### src/hdl/qcl_regs.svh
`ifndef QCL_REGS_SVH
`define QCL_REGS_SVH

// bus geometry: byte address = {channel, register, 2'h0}
`define QCL_ADDR_W        7
`define QCL_CH_W          3
`define QCL_CH_LSB        4
`define QCL_CH_MSB        6
`define QCL_REG_LSB       2
`define QCL_REG_MSB       3

// register selector within one channel block
`define QCL_REG_CFG       2'h0
`define QCL_REG_POS       2'h1
`define QCL_REG_CAP       2'h2
`define QCL_REG_STAT      2'h3

// configuration fields
`define QCL_CFG_MODE_LSB  0
`define QCL_CFG_MODE_MSB  1
`define QCL_CFG_POL_BIT   2
`define QCL_CFG_CLR_BIT   3
`define QCL_CFG_POL_RST   1'h1

// status fields written as one-to-clear
`define QCL_STAT_ERR_BIT  1

// counter and capture width
`define QCL_CNT_W         24
`define QCL_CNT_RST       24'h000000
`define QCL_CNT_ONE       24'h000001

// bus responses
`define QCL_RESP_OKAY     2'h0
`define QCL_RESP_SLVERR   2'h2

`endif

### src/hdl/qcl_pkg.sv
package qcl_pkg;

    // capture trigger selection
    typedef enum logic [1:0] {
        QCL_MODE_OFF   = 2'b00,
        QCL_MODE_INDEX = 2'b01,
        QCL_MODE_FAST  = 2'b10,
        QCL_MODE_ARMED = 2'b11
    } qcl_mode_t;

    // armed-index sequencing
    typedef enum logic {
        QCL_ST_IDLE  = 1'b0,
        QCL_ST_ARMED = 1'b1
    } qcl_cap_state_t;

endpackage

### src/hdl/qcl_sync.sv
`timescale 1ns/1ps
`default_nettype none

module qcl_sync #(
    parameter int WIDTH = 4
) (
    // clock and reset
    input  wire logic             aclk,
    input  wire logic             aresetn,
    // asynchronous pins and filtered result
    input  wire logic [WIDTH-1:0] din,
    output logic      [WIDTH-1:0] dout
);

    logic [WIDTH-1:0] s1_r;
    logic [WIDTH-1:0] s2_r;
    logic [WIDTH-1:0] s3_r;
    logic [WIDTH-1:0] out_r;
    logic [WIDTH-1:0] out_nxt;

    // a bit moves only once stages two and three agree
    assign out_nxt = (s2_r & s3_r) | (out_r & (s2_r | s3_r));
    assign dout    = out_r;

    // three-stage chain, first stage feeds only the second
    always_ff @(posedge aclk) begin
        if (!aresetn) begin
            s1_r  <= '0;
            s2_r  <= '0;
            s3_r  <= '0;
            out_r <= '0;
        end else begin
            s1_r  <= din;
            s2_r  <= s1_r;
            s3_r  <= s2_r;
            out_r <= out_nxt;
        end
    end

endmodule // qcl_sync

`default_nettype wire

### src/hdl/qcl_capture.sv
`timescale 1ns/1ps
`default_nettype none

module qcl_capture (
    // clock and reset
    input  wire logic              aclk,
    input  wire logic              aresetn,
    // synchronised levels
    input  wire logic              index_lvl,
    input  wire logic              fast_lvl,
    // configuration
    input  wire qcl_pkg::qcl_mode_t mode,
    input  wire logic              fast_rising,
    // results
    output logic                   capture,
    output logic                   armed
);

    logic                    idx_prev_r;
    logic                    fast_prev_r;
    qcl_pkg::qcl_cap_state_t state_r;
    qcl_pkg::qcl_cap_state_t state_nxt;
    logic                    idx_rise;
    logic                    fast_edge;
    logic                    in_armed;

    // edge detection on filtered levels
    assign idx_rise  = index_lvl & ~idx_prev_r;
    assign fast_edge = fast_rising ? (fast_lvl & ~fast_prev_r)
                                   : (~fast_lvl & fast_prev_r);
    assign in_armed  = (state_r == qcl_pkg::QCL_ST_ARMED);
    assign armed     = in_armed;

    // trigger selection, no software in the path
    always_comb begin
        case (mode)
            qcl_pkg::QCL_MODE_INDEX: capture = idx_rise;
            qcl_pkg::QCL_MODE_FAST:  capture = fast_edge;
            qcl_pkg::QCL_MODE_ARMED: capture = in_armed & idx_rise;
            default:                 capture = 1'b0;
        endcase
    end

    always_comb begin
        state_nxt = state_r;
        if (mode != qcl_pkg::QCL_MODE_ARMED) begin
            state_nxt = qcl_pkg::QCL_ST_IDLE;
        end else begin
            case (state_r)
                qcl_pkg::QCL_ST_IDLE: begin
                    if (fast_edge) begin
                        state_nxt = qcl_pkg::QCL_ST_ARMED;
                    end
                end
                qcl_pkg::QCL_ST_ARMED: begin
                    if (idx_rise) begin
                        state_nxt = qcl_pkg::QCL_ST_IDLE;
                    end
                end
                default: state_nxt = qcl_pkg::QCL_ST_IDLE;
            endcase
        end
    end

    // history and state
    always_ff @(posedge aclk) begin
        if (!aresetn) begin
            idx_prev_r  <= 1'h0;
            fast_prev_r <= 1'h0;
            state_r     <= qcl_pkg::QCL_ST_IDLE;
        end else begin
            idx_prev_r  <= index_lvl;
            fast_prev_r <= fast_lvl;
            state_r     <= state_nxt;
        end
    end

endmodule // qcl_capture

`default_nettype wire

### src/hdl/qcl_top.sv
// Notes on behaviour
// - phase order gives counting direction
// - one 24-bit position counter per channel
// - step on every A and B edge; an A and a B edge in the same cycle set the error flag and do not step
// - keep up with one million counts/second
// - 24-bit capture snapshot per channel
// - index pulse captures the count
// - fast input edge of chosen polarity captures
// - fast edge arms, next index captures
// - five channels, each with fast input
// - capture in hardware, no software delay
`timescale 1ns/1ps
`default_nettype none

`include "qcl_regs.svh"

module qcl_top #(
    parameter int NCH = 5
) (
    // clock and reset
    input  wire logic                   aclk,
    input  wire logic                   aresetn,
    // axi4-lite write address
    input  wire logic [`QCL_ADDR_W-1:0] s_axi_awaddr,
    input  wire logic [2:0]             s_axi_awprot,
    input  wire logic                   s_axi_awvalid,
    output logic                        s_axi_awready,
    // axi4-lite write data
    input  wire logic [31:0]            s_axi_wdata,
    input  wire logic [3:0]             s_axi_wstrb,
    input  wire logic                   s_axi_wvalid,
    output logic                        s_axi_wready,
    // axi4-lite write response
    output logic [1:0]                  s_axi_bresp,
    output logic                        s_axi_bvalid,
    input  wire logic                   s_axi_bready,
    // axi4-lite read address
    input  wire logic [`QCL_ADDR_W-1:0] s_axi_araddr,
    input  wire logic [2:0]             s_axi_arprot,
    input  wire logic                   s_axi_arvalid,
    output logic                        s_axi_arready,
    // axi4-lite read data
    output logic [31:0]                 s_axi_rdata,
    output logic [1:0]                  s_axi_rresp,
    output logic                        s_axi_rvalid,
    input  wire logic                   s_axi_rready,
    // encoder and fast inputs, one bit per channel
    input  wire logic [NCH-1:0]         enc_a,
    input  wire logic [NCH-1:0]         enc_b,
    input  wire logic [NCH-1:0]         enc_index,
    input  wire logic [NCH-1:0]         fast_in
);

    // write channel holding registers
    logic                   aw_held_r;
    logic [`QCL_ADDR_W-1:0] aw_addr_r;
    logic                   w_held_r;
    logic [31:0]            w_data_r;
    logic [3:0]             w_strb_r;
    logic                   bvalid_r;
    logic [1:0]             bresp_r;
    // read channel registers
    logic                   rvalid_r;
    logic [31:0]            rdata_r;
    logic [1:0]             rresp_r;
    logic [31:0]            rdata_nxt;

    // decoded bus fields
    logic                   aw_hs;
    logic                   w_hs;
    logic                   ar_hs;
    logic                   wr_fire;
    logic [`QCL_CH_W-1:0]   wr_ch;
    logic [1:0]             wr_reg;
    logic                   wr_ok;
    logic [`QCL_CH_W-1:0]   rd_ch;
    logic [1:0]             rd_reg;
    logic                   rd_ok;
    logic                   wr_lane0;

    // per-channel read views
    logic [31:0]            cfg_w  [NCH];
    logic [31:0]            pos_w  [NCH];
    logic [31:0]            cap_w  [NCH];
    logic [31:0]            stat_w [NCH];

    // handshakes: one write and one read in flight
    assign s_axi_awready = ~aw_held_r & ~bvalid_r;
    assign s_axi_wready  = ~w_held_r & ~bvalid_r;
    assign s_axi_arready = ~rvalid_r;
    assign aw_hs         = s_axi_awvalid & s_axi_awready;
    assign w_hs          = s_axi_wvalid & s_axi_wready;
    assign ar_hs         = s_axi_arvalid & s_axi_arready;
    assign wr_fire       = aw_held_r & w_held_r & ~bvalid_r;

    // address decode
    assign wr_ch    = aw_addr_r[`QCL_CH_MSB:`QCL_CH_LSB];
    assign wr_reg   = aw_addr_r[`QCL_REG_MSB:`QCL_REG_LSB];
    assign wr_ok    = (wr_ch < NCH[`QCL_CH_W-1:0]);
    assign wr_lane0 = w_strb_r[0];
    assign rd_ch    = s_axi_araddr[`QCL_CH_MSB:`QCL_CH_LSB];
    assign rd_reg   = s_axi_araddr[`QCL_REG_MSB:`QCL_REG_LSB];
    assign rd_ok    = (rd_ch < NCH[`QCL_CH_W-1:0]);

    // outputs from registers
    assign s_axi_bvalid = bvalid_r;
    assign s_axi_bresp  = bresp_r;
    assign s_axi_rvalid = rvalid_r;
    assign s_axi_rdata  = rdata_r;
    assign s_axi_rresp  = rresp_r;

    // write address and data are taken in either order
    always_ff @(posedge aclk) begin
        if (!aresetn) begin
            aw_held_r <= 1'h0;
            aw_addr_r <= '0;
            w_held_r  <= 1'h0;
            w_data_r  <= 32'h00000000;
            w_strb_r  <= 4'h0;
        end else begin
            if (aw_hs) begin
                aw_held_r <= 1'h1;
                aw_addr_r <= s_axi_awaddr;
            end else if (wr_fire) begin
                aw_held_r <= 1'h0;
            end
            if (w_hs) begin
                w_held_r <= 1'h1;
                w_data_r <= s_axi_wdata;
                w_strb_r <= s_axi_wstrb;
            end else if (wr_fire) begin
                w_held_r <= 1'h0;
            end
        end
    end

    // write response, slverr outside the channel range
    always_ff @(posedge aclk) begin
        if (!aresetn) begin
            bvalid_r <= 1'h0;
            bresp_r  <= `QCL_RESP_OKAY;
        end else if (wr_fire) begin
            bvalid_r <= 1'h1;
            bresp_r  <= wr_ok ? `QCL_RESP_OKAY : `QCL_RESP_SLVERR;
        end else if (s_axi_bready) begin
            bvalid_r <= 1'h0;
        end
    end

    // read data selection, unmapped reads return zero
    always_comb begin
        rdata_nxt = 32'h00000000;
        for (int i = 0; i < NCH; i++) begin
            if (rd_ch == i[`QCL_CH_W-1:0]) begin
                case (rd_reg)
                    `QCL_REG_CFG:  rdata_nxt = cfg_w[i];
                    `QCL_REG_POS:  rdata_nxt = pos_w[i];
                    `QCL_REG_CAP:  rdata_nxt = cap_w[i];
                    `QCL_REG_STAT: rdata_nxt = stat_w[i];
                    default:       rdata_nxt = 32'h00000000;
                endcase
            end
        end
    end

    // read answer one cycle after the address is taken
    always_ff @(posedge aclk) begin
        if (!aresetn) begin
            rvalid_r <= 1'h0;
            rdata_r  <= 32'h00000000;
            rresp_r  <= `QCL_RESP_OKAY;
        end else if (ar_hs) begin
            rvalid_r <= 1'h1;
            rdata_r  <= rdata_nxt;
            rresp_r  <= rd_ok ? `QCL_RESP_OKAY : `QCL_RESP_SLVERR;
        end else if (s_axi_rready) begin
            rvalid_r <= 1'h0;
        end
    end

    for (genvar g = 0; g < NCH; g++) begin : g_ch
        logic [3:0]            syn;
        logic                  a_s;
        logic                  b_s;
        logic                  idx_s;
        logic                  fast_s;
        logic                  a_prev_r;
        logic                  b_prev_r;
        logic [`QCL_CNT_W-1:0] cnt_r;
        logic [`QCL_CNT_W-1:0] cnt_nxt;
        logic [`QCL_CNT_W-1:0] cap_r;
        logic                  done_r;
        logic                  err_r;
        logic                  dir_r;
        qcl_pkg::qcl_mode_t    mode_r;
        logic                  pol_r;
        logic                  da;
        logic                  db;
        logic                  step;
        logic                  up;
        logic                  clash;
        logic                  cap_hit;
        logic                  armed;
        logic                  cfg_wr;
        logic                  stat_wr;
        logic                  cnt_clr;
        logic                  cap_rd;
        logic                  err_clr;

        qcl_sync #(
            .WIDTH (4)
        ) u_sync (
            .aclk    (aclk),
            .aresetn (aresetn),
            .din     ({fast_in[g], enc_index[g], enc_b[g], enc_a[g]}),
            .dout    (syn)
        );

        assign a_s    = syn[0];
        assign b_s    = syn[1];
        assign idx_s  = syn[2];
        assign fast_s = syn[3];

        // register strobes for this channel
        assign cfg_wr  = wr_fire & wr_ok & (wr_ch == g[`QCL_CH_W-1:0])
                       & (wr_reg == `QCL_REG_CFG) & wr_lane0;
        assign stat_wr = wr_fire & wr_ok & (wr_ch == g[`QCL_CH_W-1:0])
                       & (wr_reg == `QCL_REG_STAT) & wr_lane0;
        assign cnt_clr = cfg_wr & w_data_r[`QCL_CFG_CLR_BIT];
        assign err_clr = stat_wr & w_data_r[`QCL_STAT_ERR_BIT];
        assign cap_rd  = ar_hs & rd_ok & (rd_ch == g[`QCL_CH_W-1:0])
                       & (rd_reg == `QCL_REG_CAP);

        assign da    = a_s ^ a_prev_r;
        assign db    = b_s ^ b_prev_r;
        assign step  = da ^ db;
        assign clash = da & db;
        assign up    = da ? (a_s != b_s) : (b_s == a_s);

        assign cnt_nxt = cnt_clr ? `QCL_CNT_RST
                       : !step   ? cnt_r
                       : up      ? cnt_r + `QCL_CNT_ONE
                       :           cnt_r - `QCL_CNT_ONE;

        // capture trigger logic
        qcl_capture u_cap (
            .aclk        (aclk),
            .aresetn     (aresetn),
            .index_lvl   (idx_s),
            .fast_lvl    (fast_s),
            .mode        (mode_r),
            .fast_rising (pol_r),
            .capture     (cap_hit),
            .armed       (armed)
        );

        always_ff @(posedge aclk) begin
            if (!aresetn) begin
                a_prev_r <= 1'h0;
                b_prev_r <= 1'h0;
                cnt_r    <= `QCL_CNT_RST;
                dir_r    <= 1'h0;
            end else begin
                a_prev_r <= a_s;
                b_prev_r <= b_s;
                cnt_r    <= cnt_nxt;
                if (step) begin
                    dir_r <= up;
                end
            end
        end

        always_ff @(posedge aclk) begin
            if (!aresetn) begin
                cap_r  <= `QCL_CNT_RST;
                done_r <= 1'h0;
                err_r  <= 1'h0;
            end else begin
                if (cap_hit) begin
                    cap_r <= cnt_r;
                end
                done_r <= cap_hit | (done_r & ~cap_rd);
                err_r  <= clash | (err_r & ~err_clr);
            end
        end

        // configuration register
        always_ff @(posedge aclk) begin
            if (!aresetn) begin
                mode_r <= qcl_pkg::QCL_MODE_OFF;
                pol_r  <= `QCL_CFG_POL_RST;
            end else if (cfg_wr) begin
                mode_r <= qcl_pkg::qcl_mode_t'(
                    w_data_r[`QCL_CFG_MODE_MSB:`QCL_CFG_MODE_LSB]);
                pol_r  <= w_data_r[`QCL_CFG_POL_BIT];
            end
        end

        // read views, reserved bits zero
        assign cfg_w[g]  = {29'h00000000, pol_r, mode_r};
        assign pos_w[g]  = {8'h00, cnt_r};
        assign cap_w[g]  = {8'h00, cap_r};
        assign stat_w[g] = {23'h000000, fast_s, idx_s, b_s, a_s,
                            dir_r, armed, err_r, done_r};
    end

endmodule // qcl_top

`default_nettype wire

### config.mk
export PLATFORM = sky130hd
export DESIGN_NAME = qcl_top
export DESIGN_NICKNAME = d
export VERILOG_FILES = /design/src/hdl/qcl_pkg.sv /design/src/hdl/qcl_sync.sv /design/src/hdl/qcl_capture.sv /design/src/hdl/qcl_top.sv
export VERILOG_INCLUDE_DIRS = /design/src /design/src/hdl
export SDC_FILE = /design/constraint.sdc
export NUM_CORES = 1
export LEC_CHECK = 0
export BUFFER_PORTS_ARGS = -buffer_cell sky130_fd_sc_hd__buf_4
export CAP_MARGIN = 0
export CORE_AREA = 2 2 218 273
export DETAILED_ROUTE_END_ITERATION = 10
export DIE_AREA = 0 0 220 275
export GPL_TIMING_DRIVEN = 0
export PLACE_DENSITY_LB_ADDON = 0.25
export SKIP_CTS_REPAIR_TIMING = 1
export SLEW_MARGIN = 20
export SYNTH_ARGS = -nofsm -noshare
export SYNTH_HDL_FRONTEND = slang
export SYNTH_SLANG_ARGS = --single-unit
### constraint.sdc
create_clock -name aclk -period 6.45 [get_ports aclk]
set_input_delay 0.3225 -clock aclk [delete_from_list [all_inputs] [get_ports aclk]]
set_output_delay 0.3225 -clock aclk [all_outputs]
set_load 0.1 [all_outputs]
* Word level (Yosys, flattened, before mapping)
Index checks and enable logic that the tools add are counted.
** Word-level totals
- Output and inout bits :: 41
- Logic and storage cells :: 385
- Flip-flop bits (word level) :: 427
** Cells by class
- Add/sub/neg operators :: 10
- Eq/ne operators :: 42
- $lt $le $gt $ge :: 2
- Bitwise logic cells :: 169
- Multiplexer cells :: 54
- Reduce and logical (&&, ||, !) cells :: 18
** Operators by type and width (number)
- $pmux W32 S4 :: 5
- $mux W32 :: 5
- $add A24 B1 Y24 const B :: 5
- $mux W24 :: 5
- $sub A24 B1 Y24 const B :: 5
- $and A1 B1 Y1 :: 89
- $and A4 B4 Y4 :: 10
- $or A4 B4 Y4 :: 10
- $not A1 Y1 :: 35
- $mux W1 :: 27
- $eq A2 B2 Y1 const B :: 13
- $reduce_or A2 Y1 :: 10
- $pmux W1 S3 :: 5
- $xor A1 B1 Y1 :: 15
- $eq A2 B1 Y1 const B :: 6
- $eq A3 B2 Y1 const B :: 4
- $ne A2 B2 Y1 const B :: 5
- $or A1 B1 Y1 :: 10
- $pmux W1 S2 :: 5
- $reduce_bool A2 Y1 :: 4
- $eq A3 B1 Y1 const B :: 2
- $eq A3 B3 Y1 const B :: 2
- $logic_not A3 Y1 :: 2
- $lt A3 B3 Y1 const B :: 2
- 4 further kinds :: 14

* Logic depth before layout (Yosys ltp)
Gate-level depths: netlist (run 1).
- Depth in word-level cells :: 10
- Depth in mapped cells :: 13
- Depth with buffers taken out :: 9

* Modules after synthesis
Synthesis (run 1) repeated with hierarchy kept, for this count alone.
** Second synthesis, totals
- Cells, all modules :: 2608
- Area total of the unflattened synthesis :: 22342.7 um^2
** By module, submodules not included
- qcl_top :: times used 1, area each 19239.7 um^2, seq. area each 6406.1 um^2, cells each 2323
- qcl_sync :: times used 5, area each 481.7 um^2, seq. area each 320.3 um^2, cells each 41
- qcl_capture :: times used 5, area each 138.9 um^2, seq. area each 60.1 um^2, cells each 16

* Least setup slack after synthesis (run 1)
OpenSTA, ideal clock, no wires.
- Kind :: register -> register
- Start :: register bvalid_r, in the netlist s_axi_bvalid
- End :: register aw_addr_r[2]
- Path buffers :: 1
- Required time :: 6.322 ns
- Setup slack :: 3.422 ns
- Period minus slack after synthesis :: 3.028 ns
- Cell stages (with the launch flop) :: 6
- Data arrival time :: 2.900 ns
- Path through :: dfxtp_1 > nor2_1 > and2_1 > clkbuf_1 > mux2i_1 > nor2_1
** On the way
- Longest elaborated chain between the ends :: 3
** RTL lines
- start: declaration :: line qcl_top.sv:60 : logic bvalid_r;
- start signal: assignment :: line qcl_top.sv:140 : bvalid_r <= 1'h0;
- start signal: assignment :: line qcl_top.sv:143 : bvalid_r <= 1'h1;
- start signal: assignment :: line qcl_top.sv:146 : bvalid_r <= 1'h0;
- $not A1 Y1 :: line qcl_top.sv:88 : assign s_axi_awready = ~aw_held_r & ~bvalid_r;
- $and A1 B1 Y1 :: line qcl_top.sv:88
- named net s_axi_awready :: line qcl_top.sv:27 : output logic s_axi_awready,
- $and A1 B1 Y1 :: line qcl_top.sv:91 : assign aw_hs = s_axi_awvalid & s_axi_awready;
- end signal: assignment :: line qcl_top.sv:123 : aw_addr_r <= s_axi_awaddr;
- end: declaration :: line qcl_top.sv:56 : logic [`QCL_ADDR_W-1:0] aw_addr_r;
The timed path passes the listed nets, and every way through them passes these cells.
A chain may end at the register's enable or synchronous reset.

* Final worst setup path (run 1)
- Start :: register g_ch[2].u_sync.out_r[1]
- End :: register g_ch[2].cnt_r[22]
** On the way
- Longest elaborated chain between the ends :: 3
- Elaborated cells on any way between the ends :: 6
** RTL lines
- start: declaration :: line qcl_sync.sv:18 : logic [WIDTH-1:0] out_r;
- start signal: assignment :: line qcl_sync.sv:36 : out_r <= out_nxt;
- $eq A1 B1 Y1 / $ne A1 B1 Y1 (equally long branches) :: line qcl_top.sv:238 : assign up = da ? (a_s != b_s) : (b_s == a_s);
- $mux W1 :: line qcl_top.sv:238
- $mux W24 (no source line)
- end signal: assignment :: line qcl_top.sv:261 : cnt_r <= `QCL_CNT_RST;
- end signal: assignment :: line qcl_top.sv:266 : cnt_r <= cnt_nxt;
- end: declaration :: line qcl_top.sv:189 : logic [`QCL_CNT_W-1:0] cnt_r;
Several ways; a longest one is shown, not always the timed one.

==> results of run 1 <==
## sequential cells by signal, summed over array words and instances (netlist names), 10 cells and up
name              cells
g_ch.cap_r          120
g_ch.cnt_r          120
s_axi_rdata          24
g_ch.u_sync.dout     20
g_ch.u_sync.s1_r     20
g_ch.u_sync.s2_r     20
g_ch.u_sync.s3_r     20
g_ch.mode_r          10
## metrics by stage
step / setup WS, ps / hold slack, ps / cells / util [%] / area, um^2
2_1_floorplan: 3422 / 411.9 / 2716 / - / 22410
3_3_place_gp: 2536 / 417.2 / 3541 / 41.16 / 23860
3_5_place_dp: 2554 / 418.4 / 3541 / 41.17 / 23860
4_1_cts: 2528 / -118.1 / 3624 / 43.87 / 25430
5_1_grt: 2254 / 0.1052 / 3650 / 44.32 / 25690
6_report: 2400 / -26.40 / 3651 / 44.32 / 25690
## area by class of cell
class	instances	area share (%)
Multi-Input combinational cell	2011	50.16
Sequential cell	415	32.33
Clock buffer	61	4.933
Buffer	258	4.241
Tap cell	757	3.686
Timing Repair Buffer	94	3.000
Clock inverter	22	1.169
Inverter	32	0.4675
Antenna cell	1	0.009739
## Yosys cell counts (all sizes together) (9+ instances only)
master,n
a211oi,20
a21o,13
a21oi,122
a221oi,26
a22o,15
a22oi,33
a31oi,16
and2,105
and3,23
and4,24
buf,71
clkbuf,187
dfxtp,415
ha,10
inv,32
mux2,18
mux2i,198
mux4,10
nand2,168
nand2b,25
nand3,94
nand3b,17
nand4,59
nand4b,11
nor2,338
nor2b,19
nor3,89
nor3b,18
nor4,61
o211ai,9
o21a,17
o21ai,144
o22ai,13
o31ai,13
or3,31
or4,33
xnor2,38
xor2,60
## how the worst min path moves through the flow
| stage | endpoint | start | slack [ps] |
|---|---|---|---|
| after floorplan | g_ch[0].u_sync.s2_r[0]$_SDFF_PN0_ | g_ch[0].u_sync.s1_r[0]$_SDFF_PN0_ | 410 |
| after global placement | g_ch[4].u_sync.s2_r[3]$_SDFF_PN0_ | g_ch[4].u_sync.s1_r[3]$_SDFF_PN0_ | 420 |
| after detailed placement | g_ch[0].u_sync.s2_r[3]$_SDFF_PN0_ | g_ch[0].u_sync.s1_r[3]$_SDFF_PN0_ | 420 |
| after CTS | s_axi_rvalid$_SDFFE_PN0P_ | s_axi_rready | -120 |
| after global routing | aw_addr_r[4]$_SDFFE_PN0P_ | s_axi_awaddr[4] | 0.1 |
| final | aw_addr_r[3]$_SDFFE_PN0P_ | s_axi_awaddr[3] | -30 |
## report_power, final
group          internal (mW)  switching (mW)
clock                   1.63            1.14
combinational          0.108           0.316
sequential              2.59          0.0275
## worst min-delay path: stages
cell and delay, ps:
buf_4 80, mux2i_1 50, nor2_1 80
## layer usage
layer	vias up	routed length (um)	track usage (%)
met1	10560	34910	34.42
met2	952	39470	45.51
met4	2	5218	16.11
li1	10070	-	-
met5	-	8	0
met3	236	5301	3.671
## kinds of logic (layout without fill, tap and decap cells)
| logic type | Yosys count | in the layout |
|---|---|---|
| multiplexers | 226 | 226 |
| buffers and inverters | 290 | 467 |
| other | 1 | 11 |
| adder cells (fa/ha/maj) | 10 | 10 |
| AND/OR/NAND/NOR | 1142 | 1142 |
| flip-flops | 415 | 415 |
| XOR/XNOR | 98 | 98 |
| AO/OA/AOI/OAI | 525 | 525 |
==> reports/metrics.cfg, run 1 <==
[setup_path]
arrival_ps=4520
worstPathCellList=buf_2 > xnor2_2 > clkbuf_1 > buf_2 > xnor2_1 > ha_1 > or3_1 > and2_0 > o31ai_1 > mux2i_1 > xor2_1 > nor2_1
crit_buf_inv=3
critical_path_depth=12
cpLargestDelayFamily=buffers and inverters
cp_max_fo=10
endpoint=g_ch[2].cnt_r[22]$_SDFFE_PP0P_
r2r_start=g_ch[2].u_sync.dout[1]$_SDFF_PN0_
r2r-end=g_ch[2].cnt_r[22]$_SDFFE_PP0P_
critical_path.max_stage_delay_ps=740
rr_worst_depth=12
reg2reg_setup_slack_ps=2400
start_kind=register
critPathSlowestCell=o31ai_1
crit_required_ps=6920
crit_top_cell=buf_2
path_class=reg2reg
endpoint_kind=register
crit_path_start=g_ch[2].u_sync.dout[1]$_SDFF_PN0_

[global_route]
grt-ovfl-total=0
antenna_found_initial=3
grt_pass1_vias=20660
track_usage_pct=27.60
grt_start_max_net_pins=15
grt_pass1_wl_mm=127.1

[timing]
max_slew_margin_pct=28.50
rsz0062_at_grt=no
hold_viol_final=6
fmax_mhz=246.9
tightest_slew_ps=1063
finalMaxSlewViolations=0
finalCriticalPeriod_ps=4050
min_period_over_period_pct=62.79
timing.hold.ws_ps=-26.40
fin_tns_setup_ps=0
final-setup-viol-count=0
finalClockSkew_ps=24.23

[logic_synthesis]
synthMuxAreaShare_pct=10.77
yosysTopAreaCell=dfxtp_1
synthDistinctLibCells=96
synthAdderAreaFrac_pct=0.5593
synth_compound_area_share_pct=15.51
ys_seq_area_share_pct=37.14
syn_inst=2707
synth_area_leaders=dfxtp_1 37%, mux2i_1 8.9%, nor2_1 5.7%
synth_flop_cell=dfxtp_1
avgSynthCellArea_um2=8.264
synth_simple_gate_area_share_pct=26.51
synth_xor_area_share_pct=4.088
synth_top_family_by_area=simple AND/OR/NAND/NOR gates
yosys_warnings=0
netlist_area_um2=22370
synth-async-reset-ratio_pct=0
yosysTopAreaCellShare_pct=37.14
synth_edf_count=0
synth-seq-cells=415

[clocking]
clkTransAtPathRegs_ps=60
cts_tree=yes
cts.htree.levels=2
cts.sinks=415
numCtsBuffers=45
clk_latency_ps=600
clockBufferDepth=3
cts_root_buffer=clkbuf_16

[worst_hold_path]
hold_path.class=in2reg
whs_path_depth=3

[place]
dp_hpwl_mm=63.75
portBuffers=68
globalplace.congestion=0.9958

[route]
antenna_left=0
via_per_inst=5.975
drt-total-wl_mm=84.90
dr.pass1.iters=6
post_drt_wl_per_cell_um=23.25
vias=21820
drcViolationCount=0
drt-initial-drc-count=2115

[cells_and_area]
nFillCells=5810
finalNetCount=2950
multi_input_area_um2=12890
final_common_cell=dfxtp_1
layout_common_cells=415 x dfxtp_1, 338 x nor2_1, 198 x mux2i_1
drive_gt1_share_pct=9.367
ff_latch_area_um2=8308
area_growth_pct=14.85

[power_and_ir_drop]
cellLeakagePower_nw=9.131
power_mw=5.815
peakVddDrop_uv=198.2
p_per_area_nw_per_um2=226.3

[floorplan]
initial_core_util_pct=38.59
die_y_um=275
die_w_um=220
rows=99
die_area_um2=60500
boundaryPins=124
core_um2=57970

[run_status]
violations=hold timing
status=complete, but fails checks

[job]
max-cap-violations=0

(Power assumes the default switching activity.)
==> run 2: changes to the inputs <==
==> constraint.sdc (replaced) <==
create_clock -name aclk -period 4.1 [get_ports aclk]
set_input_delay 0.205 -clock aclk [delete_from_list [all_inputs] [get_ports aclk]]
set_output_delay 0.205 -clock aclk [all_outputs]
set_load 0.1 [all_outputs]
==> reports/metrics.cfg, run 2 (synthesis gave the netlist of run 1 again) <==
[power_and_ir_drop]
internal_power_mw=6.819
combPwrFrac_pct=7.3
p_per_area_nw_per_um2=355.5
switching_share_pct=25.57
cellLeakagePower_nw=9.160
p_seq_share_pct=45.0
peakVddDrop_uv=313.5
switchingPower_mw=2.343
clkPwrFrac_pct=47.7

[route]
antenna_left=0
vias=21780
via_per_inst=5.955
drcViolationCount=0
drt-initial-drc-count=2114
post_drt_wl_per_cell_um=23.20
dr.pass1.iters=6
drt-total-wl_mm=84.88

[floorplan]
die_area_um2=60500
initial_core_util_pct=38.59
die_y_um=275
rows=99
die_w_um=220
boundaryPins=124
core_um2=57970

[worst_hold_path]
hold_path.class=in2reg

[timing]
finalClockSkew_ps=25.13
rsz0062_at_grt=no
min_period_over_period_pct=96.40
fmax_mhz=253.0
final-setup-viol-count=0
finalCriticalPeriod_ps=3952
tightest_slew_ps=1081
finalMaxSlewViolations=0
worst_slack_ps=147.7
hold_viol_final=0
timing.hold.ws_ps=304.5
fin_tns_setup_ps=0
max_slew_margin_pct=27.30

[setup_path]
crit_buf_inv=4
path_class=reg2reg
crit_top_cell=buf_2
crit_required_ps=4540
critical_path.max_stage_delay_ps=500
cp_max_fo=10
endpoint_kind=register
critPathSlowestCell=buf_1
arrival_ps=4390
start_kind=register
worstPathCellList=buf_2 > xnor2_2 > buf_4 > buf_2 > buf_1 > xnor2_1 > ha_1 > nor3_1 > o21ai_1 > a21boi_1 > nor4_1 > o21ai_0 > nor3b_1
cpLargestDelayFamily=buffers and inverters

[clocking]
cts.htree.levels=2
cts.sinks=415
cts_root_buffer=clkbuf_16
clockBufferDepth=3
cts_tree=yes
clk_latency_ps=600
clkTransAtPathRegs_ps=70
numCtsBuffers=45

[place]
dp_hpwl_mm=63.75
portBuffers=68
dp_worst_setup_slack_ps=203.7
globalplace.congestion=0.9958

[cells_and_area]
layout_common_cells=415 x dfxtp_1, 338 x nor2_1, 198 x mux2i_1
drive_gt1_share_pct=9.448
fin_util_pct=44.46
area_growth_pct=15.20
final_common_cell=dfxtp_1
finalNetCount=2957

[global_route]
grt_pass1_wl_mm=127.1
grt-ovfl-total=0
track_usage_pct=27.60
grt_pass1_vias=20660
antenna_found_initial=3
grt_start_max_net_pins=15

[job]
max-cap-violations=0

[run_status]
status=completed

-- run 2: changes by cell type in the layout (fill, tap and decap cells not counted) --
cell           change
clkbuf_2           +2
dlygate4sd3_1      +7
clkbuf_1           -1
buf_1              -1
o31ai_2            +1
o31ai_1            -1
-- run 2: per-stage QoR --
stage               std cells  power, mW  cell area [um^2]
floorplan                2716      4.610             22410
global placement         3541      4.843             23860
detailed placement       3541      4.847             23860
CTS                      3624      9.195             25430
global route             3657      9.420             25770
finish                   3658      9.162             25770
-- run 2: worst paths after layout --
check | start | to | slack, ps | depth (start not counted)
max | g_ch[1].u_sync.dout[1]$_SDFF_PN0_ | g_ch[1].cnt_r[14]$_SDFFE_PP0P_ | 150 | 13
min | aresetn | g_ch[2].cnt_r[10]$_SDFFE_PP0P_ | 300 | 4
max reg2reg | g_ch[1].u_sync.dout[1]$_SDFF_PN0_ | g_ch[1].cnt_r[14]$_SDFFE_PP0P_ | 150 | 13
min reg2reg | g_ch[0].u_sync.s1_r[3]$_SDFF_PN0_ | g_ch[0].u_sync.s2_r[3]$_SDFF_PN0_ | 430 | 1
-- run 2: per-layer routing --
layer  wire length, um  track usage, %
met2             39510           45.51
met4              5294           16.11
met3              4961           3.671
met1             35110           34.42
met5                 8               0
-- run 2: area by class of cell --
class | instances | area (um^2)
clock inverter | 22 | 300.3
clock buffer | 61 | 1267
inverter | 32 | 120.1
timing repair buffer | 101 | 840.8
buffer | 258 | 1092
sequential | 415 | 8308
multi-input combinational | 2011 | 12890
tap | 757 | 947.2
antenna | 1 | 2.502
fill | 5801 | 32200
-- run 2: tightest hold or removal path, cell delays in order --
cell and delay [ps]:
clkbuf_1 290, o21a_1 240, nand2b_1 70, o21ai_0 60
-- run 2: power by group through the flow --
stage	clock (mW)	combinational (mW)	sequential [mW]
detailed placement	0	0.635	4.21
global route	4.59	0.703	4.13
global placement	0	0.632	4.21
finish	4.37	0.672	4.12
floorplan	0	0.322	4.29
CTS	4.44	0.636	4.12
